File: src/logic/ppp_defs.svh
// How it works
// - Every strobe pulse lasts at least 250 ns.
// - Host releases data bus while output enable low.
// - Entry: reset low, six toggles, pattern zero.
// - Pattern pins steady 100 ns after high voltage.
// - Wait 50 us before first command.
// - Erase before reprogramming flash or EEPROM.
// - Erase write pulse; wait ready before next.
// - Command load: action 10, low select 0.
// - Address load: action 00 with byte select.
// - Data load: action 01, low select picks byte.
// - Page latch pulse stores loaded data word.
// - Write pulse with selects 00 programs page.
`ifndef PPP_DEFS_SVH
`define PPP_DEFS_SVH

`define PPP_ADDR_CTRL 4'h0
`define PPP_ADDR_STATUS 4'h4

`define PPP_CTRL_OP_LSB 0
`define PPP_CTRL_BS_LSB 4
`define PPP_CTRL_DATA_LSB 8
`define PPP_CTRL_ACT_LSB 16

`define PPP_OP_NOP 3'h0
`define PPP_OP_LOAD 3'h1
`define PPP_OP_WRITE 3'h2
`define PPP_OP_READ 3'h3
`define PPP_OP_LATCH 3'h4
`define PPP_OP_ENTER 3'h5
`define PPP_OP_EXIT 3'h6

`define PPP_ACT_ADDR 2'h0
`define PPP_ACT_DATA 2'h1
`define PPP_ACT_CMD 2'h2
`define PPP_ACT_IDLE 2'h3

`define PPP_CMD_ERASE 8'h80
`define PPP_CMD_WR_FUSE 8'h40
`define PPP_CMD_WR_LOCK 8'h20
`define PPP_CMD_WR_FLASH 8'h10
`define PPP_CMD_WR_EEPROM 8'h11
`define PPP_CMD_RD_SIG 8'h08
`define PPP_CMD_RD_FUSE 8'h04
`define PPP_CMD_RD_FLASH 8'h02
`define PPP_CMD_RD_EEPROM 8'h03

`define PPP_RESP_OKAY 2'h0
`define PPP_RESP_SLVERR 2'h2

`define PPP_MCLK_MHZ 25
`define PPP_PULSE_NS 250
`define PPP_SETTLE_NS 100
`define PPP_START_US 50
`define PPP_ENTRY_TOGGLES 6
`define PPP_PULSE_CYC ((`PPP_PULSE_NS * `PPP_MCLK_MHZ + 999) / 1000)
`define PPP_SETTLE_CYC ((`PPP_SETTLE_NS * `PPP_MCLK_MHZ + 999) / 1000)
`define PPP_START_CYC (`PPP_START_US * `PPP_MCLK_MHZ)

`endif

File: src/logic/ppp_pkg.sv
package ppp_pkg;
    typedef enum logic [3:0] {
        ST_IDLE,
        ST_SETUP,
        ST_STROBE,
        ST_HOLD,
        ST_RDY,
        ST_TOGGLE,
        ST_PATTERN,
        ST_HV_HOLD,
        ST_SETTLE
    } ppp_state_t;
endpackage

File: src/logic/ppp_host.sv
// Local design decisions: the AXI4-Lite register port and the register offsets.
`timescale 1ns/10ps
`default_nettype none
`include "ppp_defs.svh"
module ppp_host (
    input wire logic i_mclk,
    input wire logic i_rst_b,
    input wire logic i_s_axi_awvalid,
    output logic o_s_axi_awready,
    input wire logic [3:0] i_s_axi_awaddr,
    input wire logic i_s_axi_wvalid,
    output logic o_s_axi_wready,
    input wire logic [31:0] i_s_axi_wdata,
    input wire logic [3:0] i_s_axi_wstrb,
    output logic o_s_axi_bvalid,
    input wire logic i_s_axi_bready,
    output logic [1:0] o_s_axi_bresp,
    input wire logic i_s_axi_arvalid,
    output logic o_s_axi_arready,
    input wire logic [3:0] i_s_axi_araddr,
    output logic o_s_axi_rvalid,
    input wire logic i_s_axi_rready,
    output logic [31:0] o_s_axi_rdata,
    output logic [1:0] o_s_axi_rresp,
    output logic o_load_pulse_pin,
    output logic o_pulse_action_sel_0,
    output logic o_pulse_action_sel_1,
    output logic o_byte_select_lo,
    output logic o_byte_select_hi,
    output logic o_page_latch_strobe,
    output logic o_wr_b,
    output logic o_oe_b,
    output logic [7:0] o_data_out,
    output logic o_data_oe,
    input wire logic [7:0] i_data_in,
    input wire logic i_ready_busy_out,
    output logic o_target_rst_b,
    output logic o_hv_enable
);
    localparam logic [11:0] PULSE_LAST = 12'(`PPP_PULSE_CYC - 1);
    localparam logic [11:0] SETTLE_LAST = 12'(`PPP_SETTLE_CYC - 1);
    localparam logic [11:0] START_LAST = 12'(`PPP_START_CYC - 1);
    localparam logic [3:0] TOGGLE_LAST = 4'(2 * `PPP_ENTRY_TOGGLES - 1);

    logic [8:0] sync_q;
    logic rdy_s;
    logic [7:0] din_s;

    // Ready and read-back data come from pins in another timing domain
    ppp_sync #(.WIDTH(9)) u_sync (
        .i_mclk(i_mclk),
        .i_rst_b(i_rst_b),
        .i_async({i_ready_busy_out, i_data_in}),
        .o_sync(sync_q)
    );
    assign rdy_s = sync_q[8];
    assign din_s = sync_q[7:0];

    ppp_pkg::ppp_state_t state, next_state;
    logic [11:0] cnt, next_cnt;
    logic [3:0] tog, next_tog;
    logic [2:0] op, next_op;
    logic [7:0] last_cmd, next_last_cmd;
    logic [7:0] rd_data, next_rd_data;
    logic in_mode, next_in_mode;
    logic erased, next_erased;
    logic err_unerased, next_err_unerased;
    logic err_refused, next_err_refused;
    logic next_load, next_act0, next_act1, next_bs_lo, next_bs_hi, next_latch;
    logic next_wr_b, next_oe_b, next_data_oe, next_rst_b, next_hv;
    logic [7:0] next_data_out;
    logic next_awready, next_bvalid, next_arready, next_rvalid;
    logic [1:0] next_bresp, next_rresp;
    logic [31:0] next_rdata;

    logic start;
    logic [2:0] c_op;
    logic [1:0] c_bs;
    logic [1:0] c_act;
    logic [7:0] c_data;
    logic [31:0] status_word;
    logic [31:0] ctrl_word;

    assign c_op = i_s_axi_wdata[`PPP_CTRL_OP_LSB +: 3];
    assign c_bs = i_s_axi_wdata[`PPP_CTRL_BS_LSB +: 2];
    assign c_data = i_s_axi_wdata[`PPP_CTRL_DATA_LSB +: 8];
    assign c_act = i_s_axi_wdata[`PPP_CTRL_ACT_LSB +: 2];
    // Only a full-word write to the control register starts a step
    assign start = o_s_axi_awready && (i_s_axi_awaddr == `PPP_ADDR_CTRL)
        && (i_s_axi_wstrb == 4'hF);
    assign status_word = {16'h0000, rd_data, 2'b00, err_refused, err_unerased,
        erased, rdy_s, in_mode, state != ppp_pkg::ST_IDLE};
    assign ctrl_word = {14'h0000, o_pulse_action_sel_1, o_pulse_action_sel_0, o_data_out,
        2'b00, o_byte_select_hi, o_byte_select_lo, 1'b0, op};

    always_comb begin
        next_awready = i_s_axi_awvalid && i_s_axi_wvalid && !o_s_axi_awready
            && !o_s_axi_bvalid;
        next_bvalid = o_s_axi_bvalid && !i_s_axi_bready;
        next_bresp = o_s_axi_bresp;
        if (o_s_axi_awready) begin
            next_bvalid = 1'b1;
            next_bresp = start ? `PPP_RESP_OKAY : `PPP_RESP_SLVERR;
        end
        next_arready = i_s_axi_arvalid && !o_s_axi_arready && !o_s_axi_rvalid;
        next_rvalid = o_s_axi_rvalid && !i_s_axi_rready;
        next_rdata = o_s_axi_rdata;
        next_rresp = o_s_axi_rresp;
        if (o_s_axi_arready) begin
            next_rvalid = 1'b1;
            next_rresp = `PPP_RESP_OKAY;
            if (i_s_axi_araddr == `PPP_ADDR_STATUS) begin
                next_rdata = status_word;
            end else if (i_s_axi_araddr == `PPP_ADDR_CTRL) begin
                next_rdata = ctrl_word;
            end else begin
                next_rdata = 32'h00000000;
                next_rresp = `PPP_RESP_SLVERR;
            end
        end
    end

    always_ff @(posedge i_mclk or negedge i_rst_b) begin
        if (!i_rst_b) begin
            o_s_axi_awready <= 1'b0;
            o_s_axi_wready <= 1'b0;
            o_s_axi_bvalid <= 1'b0;
            o_s_axi_bresp <= 2'h0;
            o_s_axi_arready <= 1'b0;
            o_s_axi_rvalid <= 1'b0;
            o_s_axi_rdata <= 32'h00000000;
            o_s_axi_rresp <= 2'h0;
        end else begin
            o_s_axi_awready <= next_awready;
            o_s_axi_wready <= next_awready;
            o_s_axi_bvalid <= next_bvalid;
            o_s_axi_bresp <= next_bresp;
            o_s_axi_arready <= next_arready;
            o_s_axi_rvalid <= next_rvalid;
            o_s_axi_rdata <= next_rdata;
            o_s_axi_rresp <= next_rresp;
        end
    end

    always_comb begin
        next_state = state;
        next_cnt = cnt + 12'h001;
        next_tog = tog;
        next_op = op;
        next_last_cmd = last_cmd;
        next_rd_data = rd_data;
        next_in_mode = in_mode;
        next_erased = erased;
        next_err_unerased = err_unerased;
        next_err_refused = err_refused;
        next_load = o_load_pulse_pin;
        next_act0 = o_pulse_action_sel_0;
        next_act1 = o_pulse_action_sel_1;
        next_bs_lo = o_byte_select_lo;
        next_bs_hi = o_byte_select_hi;
        next_latch = o_page_latch_strobe;
        next_wr_b = o_wr_b;
        next_oe_b = o_oe_b;
        next_data_out = o_data_out;
        next_data_oe = o_data_oe;
        next_rst_b = o_target_rst_b;
        next_hv = o_hv_enable;
        case (state)
            ppp_pkg::ST_IDLE: begin
                next_cnt = 12'h000;
                next_tog = 4'h0;
                if (start) begin
                    next_err_unerased = 1'b0;
                    next_err_refused = 1'b0;
                    if (c_op == `PPP_OP_ENTER) begin
                        if (in_mode) begin
                            next_err_refused = 1'b1;
                        end else begin
                            // Reset low and entry pattern all zero
                            next_rst_b = 1'b0;
                            next_hv = 1'b0;
                            next_data_oe = 1'b0;
                            next_load = 1'b0;
                            next_act0 = 1'b0;
                            next_act1 = 1'b0;
                            next_bs_lo = 1'b0;
                            next_latch = 1'b0;
                            next_state = ppp_pkg::ST_TOGGLE;
                        end
                    end else if (c_op == `PPP_OP_EXIT) begin
                        next_hv = 1'b0;
                        next_rst_b = 1'b1;
                        next_in_mode = 1'b0;
                        next_erased = 1'b0;
                    end else if (c_op == `PPP_OP_NOP) begin
                        next_op = c_op;
                    end else if (!in_mode || c_op > `PPP_OP_LATCH) begin
                        next_err_refused = 1'b1;
                    end else if (c_op == `PPP_OP_LOAD && c_act == `PPP_ACT_CMD && !erased
                        && (c_data == `PPP_CMD_WR_FLASH || c_data == `PPP_CMD_WR_EEPROM)) begin
                        next_err_unerased = 1'b1;
                    end else begin
                        next_op = c_op;
                        // Pins other than a load leave the action at idle
                        next_act0 = (c_op == `PPP_OP_LOAD) ? c_act[0] : 1'b1;
                        next_act1 = (c_op == `PPP_OP_LOAD) ? c_act[1] : 1'b1;
                        next_bs_hi = c_bs[1];
                        next_bs_lo = (c_op == `PPP_OP_LOAD && c_act == `PPP_ACT_CMD)
                            ? 1'b0 : c_bs[0];
                        next_data_out = c_data;
                        next_data_oe = (c_op != `PPP_OP_READ);
                        if (c_op == `PPP_OP_LOAD && c_act == `PPP_ACT_CMD) begin
                            next_last_cmd = c_data;
                        end
                        next_state = ppp_pkg::ST_SETUP;
                    end
                end
            end
            ppp_pkg::ST_SETUP: begin
                if (cnt == SETTLE_LAST) begin
                    next_cnt = 12'h000;
                    next_state = ppp_pkg::ST_STROBE;
                    next_load = (op == `PPP_OP_LOAD);
                    next_wr_b = (op != `PPP_OP_WRITE);
                    next_oe_b = (op != `PPP_OP_READ);
                    next_latch = (op == `PPP_OP_LATCH);
                end
            end
            ppp_pkg::ST_STROBE: begin
                if (cnt == PULSE_LAST) begin
                    next_cnt = 12'h000;
                    next_state = ppp_pkg::ST_HOLD;
                    next_load = 1'b0;
                    next_wr_b = 1'b1;
                    next_oe_b = 1'b1;
                    next_latch = 1'b0;
                    if (op == `PPP_OP_READ) begin
                        next_rd_data = din_s;
                    end
                end
            end
            ppp_pkg::ST_HOLD: begin
                // Bus stays released after a read until the next load, write or latch step starts
                if (cnt == SETTLE_LAST) begin
                    next_cnt = 12'h000;
                    next_state = (op == `PPP_OP_WRITE) ? ppp_pkg::ST_RDY : ppp_pkg::ST_IDLE;
                end
            end
            ppp_pkg::ST_RDY: begin
                // Hold off every further step until the device is ready
                if (rdy_s) begin
                    next_state = ppp_pkg::ST_IDLE;
                    if (last_cmd == `PPP_CMD_ERASE) begin
                        next_erased = 1'b1;
                    end
                end
            end
            ppp_pkg::ST_TOGGLE: begin
                if (cnt == PULSE_LAST) begin
                    next_cnt = 12'h000;
                    next_load = !o_load_pulse_pin;
                    next_tog = tog + 4'h1;
                    if (tog == TOGGLE_LAST) begin
                        next_state = ppp_pkg::ST_PATTERN;
                    end
                end
            end
            ppp_pkg::ST_PATTERN: begin
                if (cnt == SETTLE_LAST) begin
                    next_cnt = 12'h000;
                    // Reset pin is taken over by the high-voltage driver
                    next_rst_b = 1'b1;
                    next_hv = 1'b1;
                    next_state = ppp_pkg::ST_HV_HOLD;
                end
            end
            ppp_pkg::ST_HV_HOLD: begin
                if (cnt == SETTLE_LAST) begin
                    next_cnt = 12'h000;
                    next_state = ppp_pkg::ST_SETTLE;
                end
            end
            ppp_pkg::ST_SETTLE: begin
                if (cnt == START_LAST) begin
                    next_cnt = 12'h000;
                    next_in_mode = 1'b1;
                    next_state = ppp_pkg::ST_IDLE;
                end
            end
            default: begin
                next_state = ppp_pkg::ST_IDLE;
            end
        endcase
        if (start && state != ppp_pkg::ST_IDLE) begin
            next_err_refused = 1'b1;
        end
    end

    always_ff @(posedge i_mclk or negedge i_rst_b) begin
        if (!i_rst_b) begin
            state <= ppp_pkg::ST_IDLE;
            cnt <= 12'h000;
            tog <= 4'h0;
            op <= 3'h0;
            last_cmd <= 8'h00;
            rd_data <= 8'h00;
            in_mode <= 1'b0;
            erased <= 1'b0;
            err_unerased <= 1'b0;
            err_refused <= 1'b0;
            o_load_pulse_pin <= 1'b0;
            o_pulse_action_sel_0 <= 1'b0;
            o_pulse_action_sel_1 <= 1'b0;
            o_byte_select_lo <= 1'b0;
            o_byte_select_hi <= 1'b0;
            o_page_latch_strobe <= 1'b0;
            o_wr_b <= 1'b1;
            o_oe_b <= 1'b1;
            o_data_out <= 8'h00;
            o_data_oe <= 1'b0;
            o_target_rst_b <= 1'b0;
            o_hv_enable <= 1'b0;
        end else begin
            state <= next_state;
            cnt <= next_cnt;
            tog <= next_tog;
            op <= next_op;
            last_cmd <= next_last_cmd;
            rd_data <= next_rd_data;
            in_mode <= next_in_mode;
            erased <= next_erased;
            err_unerased <= next_err_unerased;
            err_refused <= next_err_refused;
            o_load_pulse_pin <= next_load;
            o_pulse_action_sel_0 <= next_act0;
            o_pulse_action_sel_1 <= next_act1;
            o_byte_select_lo <= next_bs_lo;
            o_byte_select_hi <= next_bs_hi;
            o_page_latch_strobe <= next_latch;
            o_wr_b <= next_wr_b;
            o_oe_b <= next_oe_b;
            o_data_out <= next_data_out;
            o_data_oe <= next_data_oe;
            o_target_rst_b <= next_rst_b;
            o_hv_enable <= next_hv;
        end
    end

    // Helper counters read only by the checks below
    logic [3:0] ast_rises;
    logic [11:0] ast_since_hv;
    always_ff @(posedge i_mclk or negedge i_rst_b) begin
        if (!i_rst_b) begin
            ast_rises <= 4'h0;
            ast_since_hv <= 12'h000;
        end else begin
            if (o_hv_enable) begin
                ast_since_hv <= (ast_since_hv == 12'hFFF) ? ast_since_hv : ast_since_hv + 12'h001;
            end else begin
                ast_since_hv <= 12'h000;
            end
            if (state == ppp_pkg::ST_IDLE && !o_hv_enable) begin
                ast_rises <= 4'h0;
            end else if (!o_load_pulse_pin && next_load && !o_target_rst_b) begin
                ast_rises <= ast_rises + 4'h1;
            end
        end
    end

    AST_LOAD_WIDTH:
        assert property (@(posedge i_mclk) disable iff (!i_rst_b)
            $rose(o_load_pulse_pin) |-> o_load_pulse_pin [*7])
        else $error("Load pulse shorter than minimum");
    AST_WR_WIDTH:
        assert property (@(posedge i_mclk) disable iff (!i_rst_b)
            $fell(o_wr_b) |-> !o_wr_b [*7] ##1 o_wr_b)
        else $error("Write pulse width wrong");
    AST_BUS_RELEASE:
        assert property (@(posedge i_mclk) disable iff (!i_rst_b)
            !o_oe_b |-> !o_data_oe && $past(!o_data_oe))
        else $error("Data bus driven while device output enabled");
    AST_CMD_LOW_SELECT:
        assert property (@(posedge i_mclk) disable iff (!i_rst_b)
            $rose(o_load_pulse_pin) && o_pulse_action_sel_1 && !o_pulse_action_sel_0
            |-> !o_byte_select_lo && o_data_oe)
        else $error("Command load with low byte select set");
    AST_ENTRY_TOGGLES:
        assert property (@(posedge i_mclk) disable iff (!i_rst_b)
            $rose(o_hv_enable) |-> ast_rises >= 4'(`PPP_ENTRY_TOGGLES)
            && $past(!o_pulse_action_sel_0 && !o_pulse_action_sel_1, 3))
        else $error("Entry without toggles or zero pattern");
    AST_PATTERN_STEADY:
        assert property (@(posedge i_mclk) disable iff (!i_rst_b)
            $rose(o_hv_enable) |-> (!o_page_latch_strobe && !o_pulse_action_sel_1
            && !o_pulse_action_sel_0 && !o_byte_select_lo) [*3])
        else $error("Entry pattern moved after high voltage");
    AST_FIRST_CMD_GAP:
        assert property (@(posedge i_mclk) disable iff (!i_rst_b)
            $rose(o_load_pulse_pin) && o_hv_enable |-> ast_since_hv >= 12'(`PPP_START_CYC))
        else $error("Command sent too soon after entry");
    AST_ERASE_FIRST:
        assert property (@(posedge i_mclk) disable iff (!i_rst_b)
            $rose(o_load_pulse_pin) && o_pulse_action_sel_1 && !o_pulse_action_sel_0
            && (o_data_out == `PPP_CMD_WR_FLASH || o_data_out == `PPP_CMD_WR_EEPROM)
            |-> erased)
        else $error("Write command loaded without erase");
    AST_WAIT_READY:
        assert property (@(posedge i_mclk) disable iff (!i_rst_b)
            state == ppp_pkg::ST_RDY && !rdy_s |=> !o_load_pulse_pin && o_wr_b
            && state == ppp_pkg::ST_RDY)
        else $error("Step issued while device busy");
    AST_LATCH_WIDTH:
        assert property (@(posedge i_mclk) disable iff (!i_rst_b)
            $rose(o_page_latch_strobe) |-> o_page_latch_strobe [*7] ##1 !o_page_latch_strobe)
        else $error("Page latch pulse width wrong");
endmodule // ppp_host
`default_nettype wire

File: src/logic/ppp_sync.sv
`timescale 1ns/10ps
`default_nettype none
module ppp_sync #(
    parameter int WIDTH = 1
) (
    input wire logic i_mclk,
    input wire logic i_rst_b,
    input wire logic [WIDTH-1:0] i_async,
    output logic [WIDTH-1:0] o_sync
);
    logic [WIDTH-1:0] meta;
    logic [WIDTH-1:0] next_meta;
    logic [WIDTH-1:0] next_sync;

    always_comb begin
        next_meta = i_async;
        next_sync = meta;
    end

    always_ff @(posedge i_mclk or negedge i_rst_b) begin
        if (!i_rst_b) begin
            meta <= '0;
            o_sync <= '0;
        end else begin
            meta <= next_meta;
            o_sync <= next_sync;
        end
    end
endmodule // ppp_sync
`default_nettype wire

File: config.mk
export PLATFORM = sky130hd
export DESIGN_NAME = ppp_host
export DESIGN_NICKNAME = d
export VERILOG_FILES = /design/src/logic/ppp_pkg.sv /design/src/logic/ppp_host.sv /design/src/logic/ppp_sync.sv
export VERILOG_INCLUDE_DIRS = /design/src /design/src/logic
export SDC_FILE = /design/constraint.sdc
export NUM_CORES = 1
export LEC_CHECK = 0
export BUFFER_PORTS_ARGS = -buffer_cell sky130_fd_sc_hd__clkbuf_2
export CAP_MARGIN = 10
export CORE_ASPECT_RATIO = 0.6
export CORE_MARGIN = 2
export CORE_UTILIZATION = 57
export CTS_CLUSTER_SIZE = 24
export DETAILED_ROUTE_END_ITERATION = 16
export PLACE_DENSITY_LB_ADDON = 0.3
export SYNTH_ARGS = -nofsm -noshare
export SYNTH_HDL_FRONTEND = slang
export SYNTH_SLANG_ARGS = --single-unit
export TNS_END_PERCENT = 20
File: constraint.sdc
create_clock -name i_mclk -period 3.05 [get_ports i_mclk]
set_input_delay 0.1525 -clock i_mclk [delete_from_list [all_inputs] [get_ports i_mclk]]
set_output_delay 0.1525 -clock i_mclk [all_outputs]
set_load 0.01 [all_outputs]
==> metrics.cfg, run 1 <==
[outcome]
status=complete, no violations

[placement]
hpwl_um=7742
post-place-cells=626
place_congestion=0.9230
portBuffers=84

[sta]
timing.final.hold_violations=0
finalClockSkew_ns=0.01023
fmax_ghz=0.4113
finalSetupTns_ns=0
setup_viol=0
tightest_slew_ns=0.9725
rsz0062_at_grt=false
period_needed_ns=2.431
fin_crit_sh_pct=79.71
report.final.slew_viol_count=0
relSlewSlack_pct=35.16

[final_layout]
drive_gt1_share_pct=29.96
stdcell_count=652
nets=603
antenna_cells=0
multiInputGateArea_mm2=0.001957
seq_area_mm2=0.002555
area_growth_pct=17.52
fill_cells=598

[routing]
wl_per_cell_um=16.14
post_drt_via_cell_ratio=5.543
wl_um=10520
remaining_drc_errors=0
drtIter0Drc=265
antenna_left=0
via_count=3614
drt-pass1-iter-count=5

[clock_network]
ctsHtreeMaxLevel=3
cts_tree=done
clock_sinks=102
clk_pin_slew_ns=0.07
clk_path_buf_depth=2
clock_latency_ns=0.35
postCtsSetupBuffers=0
cts_inserted_buffers=9
root_buffer=clkbuf_16
post_cts_resize_count=0

[synthesis]
synth-simple-area-share_pct=16.58
synth-adder-area-share_pct=1.043
yosys.area_share.xor_xnor_pct=2.738
ys_seq_area_share_pct=53.25
synth_edf_count=0
synth_compound_area_share_pct=8.475
synth_cells=447
synth_mux_area_share_pct=10.53
synthFlopType=dfrtp_1
yosysUniqueCellTypes=56
synth_top_family_by_area=simple AND/OR/NAND/NOR gates
ys_ff_latch=102
synth.avg_cell_area_um2=10.73
syn-cell-area_mm2=0.004798
synth_warnings=0
async_reset_ff_share_pct=100.0

[floorplan]
initial_utilization_pct=59.92
placementRows=25
io_pins=120
die_area_mm2=0.009192
coreArea_mm2=0.008008
fp.dieW_um=122.5
die_h_um=75.07

[global_route]
first_global_vias=3290
grt_overflow_total=0
grt_use_total_pct=24.28
grt_pass1_wl_um=16700
antenna_found_initial=0
grt_max_degree=54

[worst_hold_path]
hold_class=primary input to flip-flop

[power]
power.leakage_nw=2.740
power.density_mw_per_mm2=593.4
peakVddDrop_mv=0.3333

[critical_path]
crit_fanout=9
endpoint_kind=flip-flop
start_kind=flip-flop
arrival_ns=2.70
required_ns=3.32
crit_type=flip-flop to flip-flop

[run]
drv_cap=0

layer usage:
metal	share of wire, %	global-route usage, %
met1	48	37.10
met4	1.1	6.386
met2	42	34.01
met5	0	0
met3	8.6	6.894
registers in the layout, summed over array words and instances, names as in the netlist, 3 cells and up:
register and flops:
cnt 12, last_cmd 8, o_data_out 8, o_s_axi_rdata 16, op 3, rd_data 8, state 4, tog 4
u_sync.meta 9, u_sync.o_sync 9
through the flow:
step,total power [mW],setup slack (ns),area (um^2),utilization (%),hold WS [ns]
2_1_floorplan,2.018,0.9875,4862,-,-0.1431
3_3_place_gp,2.230,0.7081,5250,65.56,0.2223
3_5_place_dp,2.252,0.6690,5250,65.56,0.2241
4_1_cts,3.369,0.6488,5639,70.42,0.03337
5_1_grt,3.519,0.4420,5639,70.42,0.02892
6_report,3.346,0.6189,5639,70.42,0.04413
worst max-delay path: stages, from the launching register on:
cell and delay [ns]:
dfrtp_1 0.41, nor4_1 0.37, and4b_1 0.49, a211oi_1 0.16, a2111oi_0 0.60, a21oi_1 0.16
a31oi_1 0.16
what timing repair did:
action / in CTS / in global routing
endpoints found under the hold margin: 59 / 0
setup endpoints to repair: 0 / 0
hold buffers: 10 / 0
cells in the mapped netlist (all sizes together) (5+ instances only):
master,n,area (um^2)
dfrtp,100,2502
mux2,44,495.5
nor2,35,133.9
buf,33,220.2
nand3,30,162.7
o21ai,27,135.1
inv,26,97.59
nand2,24,90.09
a21oi,14,70.07
xnor2,9,78.83
clkbuf,8,32.53
nor2b,8,50.05
a21o,6,45.04
nand2b,6,37.54
nand4,6,37.54
nor3,6,30.03
nor4,6,52.55
xor2,6,52.55
and3,5,31.28
final timing paths:
kind                            slack (ns)                           end                      from  cells past startpoint
max in group asynchronous             1.87            o_wr_b$_DFFE_PN1P_                   i_rst_b                      3
worst max-delay path                  0.62  o_load_pulse_pin$_DFFE_PN0P_          cnt[4]$_DFF_PN0_                      6
min in group asynchronous             0.37     o_data_out[5]$_DFFE_PN0P_                   i_rst_b                      2
worst max register to register        0.62  o_load_pulse_pin$_DFFE_PN0P_          cnt[4]$_DFF_PN0_                      6
worst min-delay path                  0.04      o_s_axi_wready$_DFF_PN0_            i_s_axi_wvalid                      2
worst min register to register        0.35    u_sync.o_sync[8]$_DFF_PN0_  u_sync.meta[8]$_DFF_PN0_                      0
layout make-up:
cell class	instances	area share, %
Timing Repair Buffer	105	10.74
Inverter	26	1.731
Sequential cell	102	45.31
Clock buffer	10	4.238
Multi-Input combinational cell	295	34.70
Tap cell	108	2.396
Clock inverter	6	0.8875
power breakdown:
part           switching (mW)  internal (mW)  total, mW  leakage (nW)
sequential              0.121           1.43       1.55          1.35
combinational           0.404          0.290      0.694          1.25
clock                   0.517          0.587       1.10         0.141
placed cells by master (no fill, tap or decap), types with 5 or more instances in the layout:
| master | instances |
|---|---|
| buf_4 | 12 |
| a21oi_1 | 14 |
| nand2b_1 | 6 |
| a21o_1 | 6 |
| xnor2_1 | 9 |
| nor2b_1 | 8 |
| mux2_2 | 44 |
| clkbuf_16 | 9 |
| clkbuf_2 | 83 |
| xor2_1 | 6 |
| o21ai_0 | 27 |
| inv_1 | 26 |
| dlygate4sd3_1 | 10 |
| nor4_1 | 5 |
| conb_1 | 18 |
| and3_1 | 5 |
| nor3_1 | 6 |
| dfrtp_1 | 100 |
| nand3_1 | 29 |
| nand2_1 | 24 |
| nor2_1 | 34 |
| nand4_1 | 6 |
kinds of logic after synthesis:
logic type,count (synthesis)
flops,102
mux,45
simple gates,146
xor+xnor,15
buf+inv,67
fa+ha+maj,4
compound gates,67
other cells,1
(Power assumes the default switching activity.)
==> run 2: changes to the inputs <==
--- a/config.mk
+++ b/config.mk
@@ -10,7 +10,7 @@
 export CAP_MARGIN = 10
 export CORE_ASPECT_RATIO = 0.6
 export CORE_MARGIN = 2
-export CORE_UTILIZATION = 57
+export CORE_UTILIZATION = 53
 export CTS_CLUSTER_SIZE = 24
 export DETAILED_ROUTE_END_ITERATION = 16
 export PLACE_DENSITY_LB_ADDON = 0.3
==> constraint.sdc (replaced) <==
create_clock -name i_mclk -period 2.55 [get_ports i_mclk]
set_input_delay 0.1275 -clock i_mclk [delete_from_list [all_inputs] [get_ports i_mclk]]
set_output_delay 0.1275 -clock i_mclk [all_outputs]
set_load 0.01 [all_outputs]
==> run 2 against run 1 <==
  * Non-clock buffer count up 2
  * Count of clock-buffer cells in the layout unchanged
  * Routed wire length up 2.3%
  * Critical endpoint unchanged
  * Highest routed layer unchanged
==> metrics.cfg, run 2 (synthesis results as in run 1) <==
[routing]
post_drt_via_cell_ratio=5.584  ; +0.75%
antenna_left=0  ; unchanged
remaining_drc_errors=0  ; unchanged
wl_um=10760  ; +2.3%
wl_per_cell_um=16.38  ; +1.5%
drtIter0Drc=322  ; +22%
drt-pass1-iter-count=5  ; unchanged
via_count=3669  ; +1.5%

[sta]
fin_crit_sh_pct=94.78  ; +15 points
rsz0062_at_grt=false
relSlewSlack_pct=35.74  ; +0.57 points
period_needed_ns=2.417  ; -0.01435 ns
setup_viol=0  ; unchanged
finalClockSkew_ns=0.007886  ; -0.002344 ns
timing.final.hold_violations=0  ; unchanged
fmax_ghz=0.4138  ; +0.59%
tightest_slew_ns=0.9640  ; -0.008559 ns
report.final.slew_viol_count=0  ; unchanged
finalSetupTns_ns=0  ; unchanged

[final_layout]
largest_register_ffs=16  ; unchanged
fill_cells=682  ; +14%
reg_top3=o_s_axi_rdata: 16 flops, cnt: 12 flops
final_core_util_pct=65.80  ; -4.6 points
area_growth_pct=18.67
drive_gt1_share_pct=29.91  ; -0.055 points
nets=605  ; +0.33%
regMostFlops=o_s_axi_rdata
antenna_cells=0  ; unchanged
layout_common_cells=dfrtp_1, clkbuf_2, mux2_2
final_common_cell=dfrtp_1
seq_area_mm2=0.002555  ; unchanged
multiInputGateArea_mm2=0.001957  ; unchanged

[floorplan]
initial_utilization_pct=55.45  ; -4.5 points
die_h_um=77.70  ; +3.5%
io_pins=120  ; unchanged
fp.dieW_um=126.8  ; +3.6%
die_area_mm2=0.009855  ; +7.2%
placementRows=26  ; +4.0%
coreArea_mm2=0.008653  ; +8.1%

[clock_network]
cts_hold_buf=10  ; unchanged
clk_pin_slew_ns=0.07  ; about the same
cts_tree=done
clk_path_buf_depth=2  ; unchanged
ctsHtreeMaxLevel=3  ; unchanged
root_buffer=clkbuf_16
postCtsSetupBuffers=0  ; unchanged
post_cts_resize_count=0  ; unchanged
clock_latency_ns=0.35  ; about the same
clock_sinks=102  ; unchanged
cts_inserted_buffers=9  ; unchanged

[critical_path]
crit_fanout=6  ; -3
crit_type=flip-flop to flip-flop
start_kind=flip-flop
required_ns=2.82  ; -0.50 ns
endpoint_kind=flip-flop
arrival_ns=2.68  ; -0.02 ns

[global_route]
grt_use_total_pct=22.99  ; -1.3 points
grt_max_degree=61  ; +13%
antenna_found_initial=0  ; unchanged
first_global_vias=3427  ; +4.2%
grt_overflow_total=0  ; unchanged
grt_pass1_wl_um=17510  ; +4.9%

[placement]
hpwl_um=7699  ; -0.55%
place_congestion=0.9682  ; +4.9%
portBuffers=84  ; unchanged

[power]
power.density_mw_per_mm2=726.3  ; +22%
power_mw=4.136  ; +24%
power.leakage_nw=2.766  ; +0.97%
peakVddDrop_mv=0.3492  ; +4.8%

[outcome]
status=complete, no violations

[worst_hold_path]
hold_class=primary input to flip-flop

[run]
drv_cap=0  ; unchanged

[run 2: per-layer routing]
layer	up-vias	GRT usage [%]	wire length [um]
met3	18	6.621	955
met1	1765	35.15	5209
li1	1703	-	-
met5	-	0	0
met2	183	31.45	4458
met4	0	7.363	141
[run 2: stage by stage]
stage	area, um^2	hold WS (ns)	instances	worst slack [ns]
final	5694	0.01900	657	0.1332
after global placement	5283	0.2359	632	0.3036
after floorplan	4862	-0.1681	464	0.4875
after detailed placement	5283	0.2371	632	0.2374
after global routing	5694	0.02071	657	0.009183
after CTS	5694	0.01068	657	0.1879
[run 2: cell type report]
class	count	area share, %
timing repair buffer	107	11.12
inverter	26	1.714
tap	112	2.461
clock inverter	5	1.450
clock buffer	10	4.021
sequential	102	44.87
multi-input combinational	295	34.37
[run 2: power breakdown]
group,internal (mW),total (mW),switching [mW]
Clock,0.858,1.45,0.587
Sequential,1.71,1.85,0.140
Combinational,0.350,0.843,0.493
[run 2: worst max-delay path, cell delays in order (launching register included)]
cell and delay [ns]:
dfrtp_1 0.43, inv_1 0.08, ha_1 0.16, nor3b_1 0.16
and4b_1 0.36, a211oi_1 0.15, a2111oi_0 0.66, a21oi_1 0.17
a31oi_1 0.18
[run 2: worst paths after layout]
kind | endpoint | start | slack [ns] | depth (start not counted)
max | o_load_pulse_pin$_DFFE_PN0P_ | cnt[0]$_DFF_PN0_ | 0.13 | 8
min | o_s_axi_wready$_DFF_PN0_ | i_s_axi_wvalid | 0.02 | 2
max reg2reg | o_load_pulse_pin$_DFFE_PN0P_ | cnt[0]$_DFF_PN0_ | 0.13 | 8
min reg2reg | u_sync.o_sync[7]$_DFF_PN0_ | u_sync.meta[7]$_DFF_PN0_ | 0.35 | 0
max in group asynchronous | o_data_oe$_DFFE_PN0P_ | i_rst_b | 1.44 | 3
min in group asynchronous | cnt[10]$_DFF_PN0_ | i_rst_b | 0.38 | 2
==> run 3: changes to the inputs <==
--- a/config.mk
+++ b/config.mk
@@ -10,7 +10,8 @@
 export CAP_MARGIN = 10
 export CORE_ASPECT_RATIO = 0.6
 export CORE_MARGIN = 2
-export CORE_UTILIZATION = 53
+export CORE_UTILIZATION = 48
+export CTS_BUF_LIST = sky130_fd_sc_hd__clkbuf_16
 export CTS_CLUSTER_SIZE = 24
 export DETAILED_ROUTE_END_ITERATION = 16
 export PLACE_DENSITY_LB_ADDON = 0.3
==> constraint.sdc (replaced) <==
create_clock -name i_mclk -period 1.9 [get_ports i_mclk]
set_input_delay 0.095 -clock i_mclk [delete_from_list [all_inputs] [get_ports i_mclk]]
set_output_delay 0.095 -clock i_mclk [all_outputs]
set_load 0.01 [all_outputs]
==> run 3 against run 2 <==
  * The flow now finishes with violations (negative setup slack)
  * Utilization fell by 1.7 points
  * Total power is 44% higher
  * Fmax up 16%
  * Hold slack worse by 0.0061 ns
  * First-iteration DRC count decreased by 9.3%
  * Routed wire length up 12%
  * Sequential cell count is the same
  * Clock skew decreased by 0.0027 ns
  * Register-to-register slack lost 0.32 ns
  * Critical path type unchanged
  * Largest power group unchanged
==> metrics.cfg, run 3 (synthesis results as in run 1) <==
[sta]
report.final.slew_viol_count=0  ; unchanged
setup_slack_ns=-0.1900  ; -0.3233 ns
fin_crit_sh_pct=110.0  ; +15 points
period_needed_ns=2.090  ; -0.3267 ns
finalClockSkew_ns=0.005189  ; -0.002697 ns
setup_viol=28  ; +28
rsz0062_at_grt=true
timing.final.hold_violations=0  ; unchanged
fmax_ghz=0.4785  ; +16%

[critical_path]
required_ns=2.14  ; -0.68 ns
crit_type=flip-flop to flip-flop
path_buf_inv=1  ; unchanged
endpoint_kind=flip-flop
worstPathCellList=buf_4 > nor3_1 > nand2_1 > o22ai_2 > nor3_2 > o211ai_1 > mux2_2
cpMaxStageDelayCell=dfrtp_1
start_kind=flip-flop
r2r_setup_slack_ns=-0.19  ; -0.32 ns
cpPeakStageDelay_ns=0.49  ; -0.17 ns
arrival_ns=2.33  ; -0.35 ns
cpLargestDelayFamily=flip-flops
crit_fanout=7  ; +1

[routing]
wl_um=12040  ; +12%
drtIter0Drc=292  ; -9.3%
via_count=3897  ; +6.2%
antenna_left=0  ; unchanged
drt-pass1-iter-count=4  ; -1
post_drt_via_cell_ratio=5.280  ; -5.4%
wl_per_cell_um=16.32  ; -0.41%
remaining_drc_errors=0  ; unchanged

[power]
comb_power_share_pct=29.7  ; +9.3 points
power_mw=5.946  ; +44%
swShare_pct=32.00  ; +2.5 points
p_switching_mw=1.902  ; +56%
intPower_mw=4.043  ; +39%
peakVddDrop_mv=0.4897  ; +40%
pwr-share-clk_pct=30.4  ; -4.5 points
power.leakage_nw=3.074  ; +11%
pwr-share-seq_pct=40.0  ; -4.7 points
power.density_mw_per_mm2=948.3  ; +31%

[placement]
hpwl_um=8908  ; +16%
placed_cell_area_mm2=0.005732  ; +8.5%
portBuffers=84  ; unchanged
place_congestion=0.9207  ; -4.9%
dp_slack_ns=-0.2882  ; -0.5256 ns

[floorplan]
die_area_mm2=0.01084  ; +10%
fp.dieW_um=133.1  ; +4.9%
io_pins=120  ; unchanged
placementRows=28  ; +7.7%
initial_utilization_pct=49.09  ; -6.4 points
die_h_um=81.45  ; +4.8%
coreArea_mm2=0.009774  ; +13%

[global_route]
grt_overflow_total=0  ; unchanged
grt_pass1_wl_um=19420  ; +11%
grt_use_total_pct=23.18  ; +0.20 points
first_global_vias=3723  ; +8.6%
antenna_found_initial=0  ; unchanged
grt_max_degree=38  ; -38%

[run]
drv_cap=0  ; unchanged

[worst_hold_path]
hold_class=primary input to flip-flop

[clock_network]
clock_latency_ns=0.35  ; about the same
ctsHtreeMaxLevel=3  ; unchanged
clk_pin_slew_ns=0.07  ; about the same
clk_path_buf_depth=2  ; unchanged
clock_sinks=102  ; unchanged
cts_inserted_buffers=9  ; unchanged
root_buffer=clkbuf_16
cts_tree=done

[final_layout]
regMostFlops=o_s_axi_rdata
design_area_mm2=0.006270  ; +10%
largest_register_ffs=16  ; unchanged
reg_top3=o_s_axi_rdata: 16 flops, cnt: 12 flops
layout_common_cells=dfrtp_1, clkbuf_2, buf_4
nets=662  ; +9.4%
fill_cells=779  ; +14%
antenna_cells=0  ; unchanged
final_common_cell=dfrtp_1
area_growth_pct=30.66
drive_gt1_share_pct=37.65  ; +7.7 points

[outcome]
status=complete, but fails checks
violations=negative setup slack

[run 3: cell count changes in the layout (fill, tap and decap cells not counted), moves of 2 or more]
| cell | change |
|---|---|
| buf_12 | +3 |
| nor4_1 | -2 |
| inv_6 | +2 |
| buf_4 | +46 |
| dlygate4sd3_1 | +8 |
| bufinv_16 | -2 |
[run 3: worst paths after layout]
kind | startpoint | endpoint | cells past startpoint
worst max-delay path | state[2]$_DFFE_PN0P_ | state[0]$_DFFE_PN0P_ | 7
worst min-delay path | i_s_axi_wdata[9] | o_data_out[1]$_DFFE_PN0P_ | 2
worst max register to register | state[2]$_DFFE_PN0P_ | state[0]$_DFFE_PN0P_ | 7
worst min register to register | u_sync.meta[3]$_DFF_PN0_ | u_sync.o_sync[3]$_DFF_PN0_ | 0
max in group asynchronous | i_rst_b | erased$_DFFE_PN0P_ | 3
min in group asynchronous | i_rst_b | o_s_axi_rdata[12]$_DFFE_PN0P_ | 2
[run 3: power groups by stage]
| stage | Combinational, mW | Clock [mW] | Sequential, mW |
|---|---|---|---|
| floorplan | 0.831 | 0 | 2.44 |
| global placement | 1.57 | 0 | 2.42 |
| detailed placement | 1.61 | 0 | 2.42 |
| CTS | 1.72 | 1.85 | 2.38 |
| global route | 1.89 | 1.93 | 2.39 |
| finish | 1.76 | 1.81 | 2.38 |
[run 3: metrics by stage]
stage	utilization, %	TNS [ns]	cells	hold WS [ns]
6_report	64.14	-3.009	738	0.01289
5_1_grt	64.14	-7.671	738	0.007019
4_1_cts	63.89	-3.175	738	0.004238
3_5_place_dp	58.64	-6.101	703	0.08313
3_3_place_gp	58.64	-3.737	703	0.07998
2_1_floorplan	-	-0.4102	464	-0.2006
[run 3: repair_timing]
item                                    CTS  global route
endpoints found under the setup margin   40            51
hold buffers                             18             0
pin swaps                                 6             3
resized for setup                         6             5
endpoints found under the hold margin    51             0
setup buffers                             1             0
[run 3: worst register-to-register path: cells and delay by family (launching register included)]
family / cells / cell delay [ns]
DFF: 1 / 0.49
and+or+nand+nor: 3 / 0.47
AOI/OAI and AO/OA: 2 / 0.41
muxes: 1 / 0.39
buffers and inverters: 1 / 0.22
[run 3: cell type report]
type,count,area [um^2],area share [%]
sequential,102,2555,40.75
multi-input combinational,295,2037,32.49
timing repair buffer,164,1119,17.84
clock buffer,9,225.2,3.592
tap,135,168.9,2.694
inverter,26,97.59,1.557
clock inverter,7,67.56,1.078
[run 3: layer usage]
layer	vias to the layer above	wire length, um	track usage [%]
li1	1821	-	-
met4	0	109	5.269
met3	13	1148	6.790
met2	157	4953	33.26
met1	1906	5831	34.66
met5	-	0	0
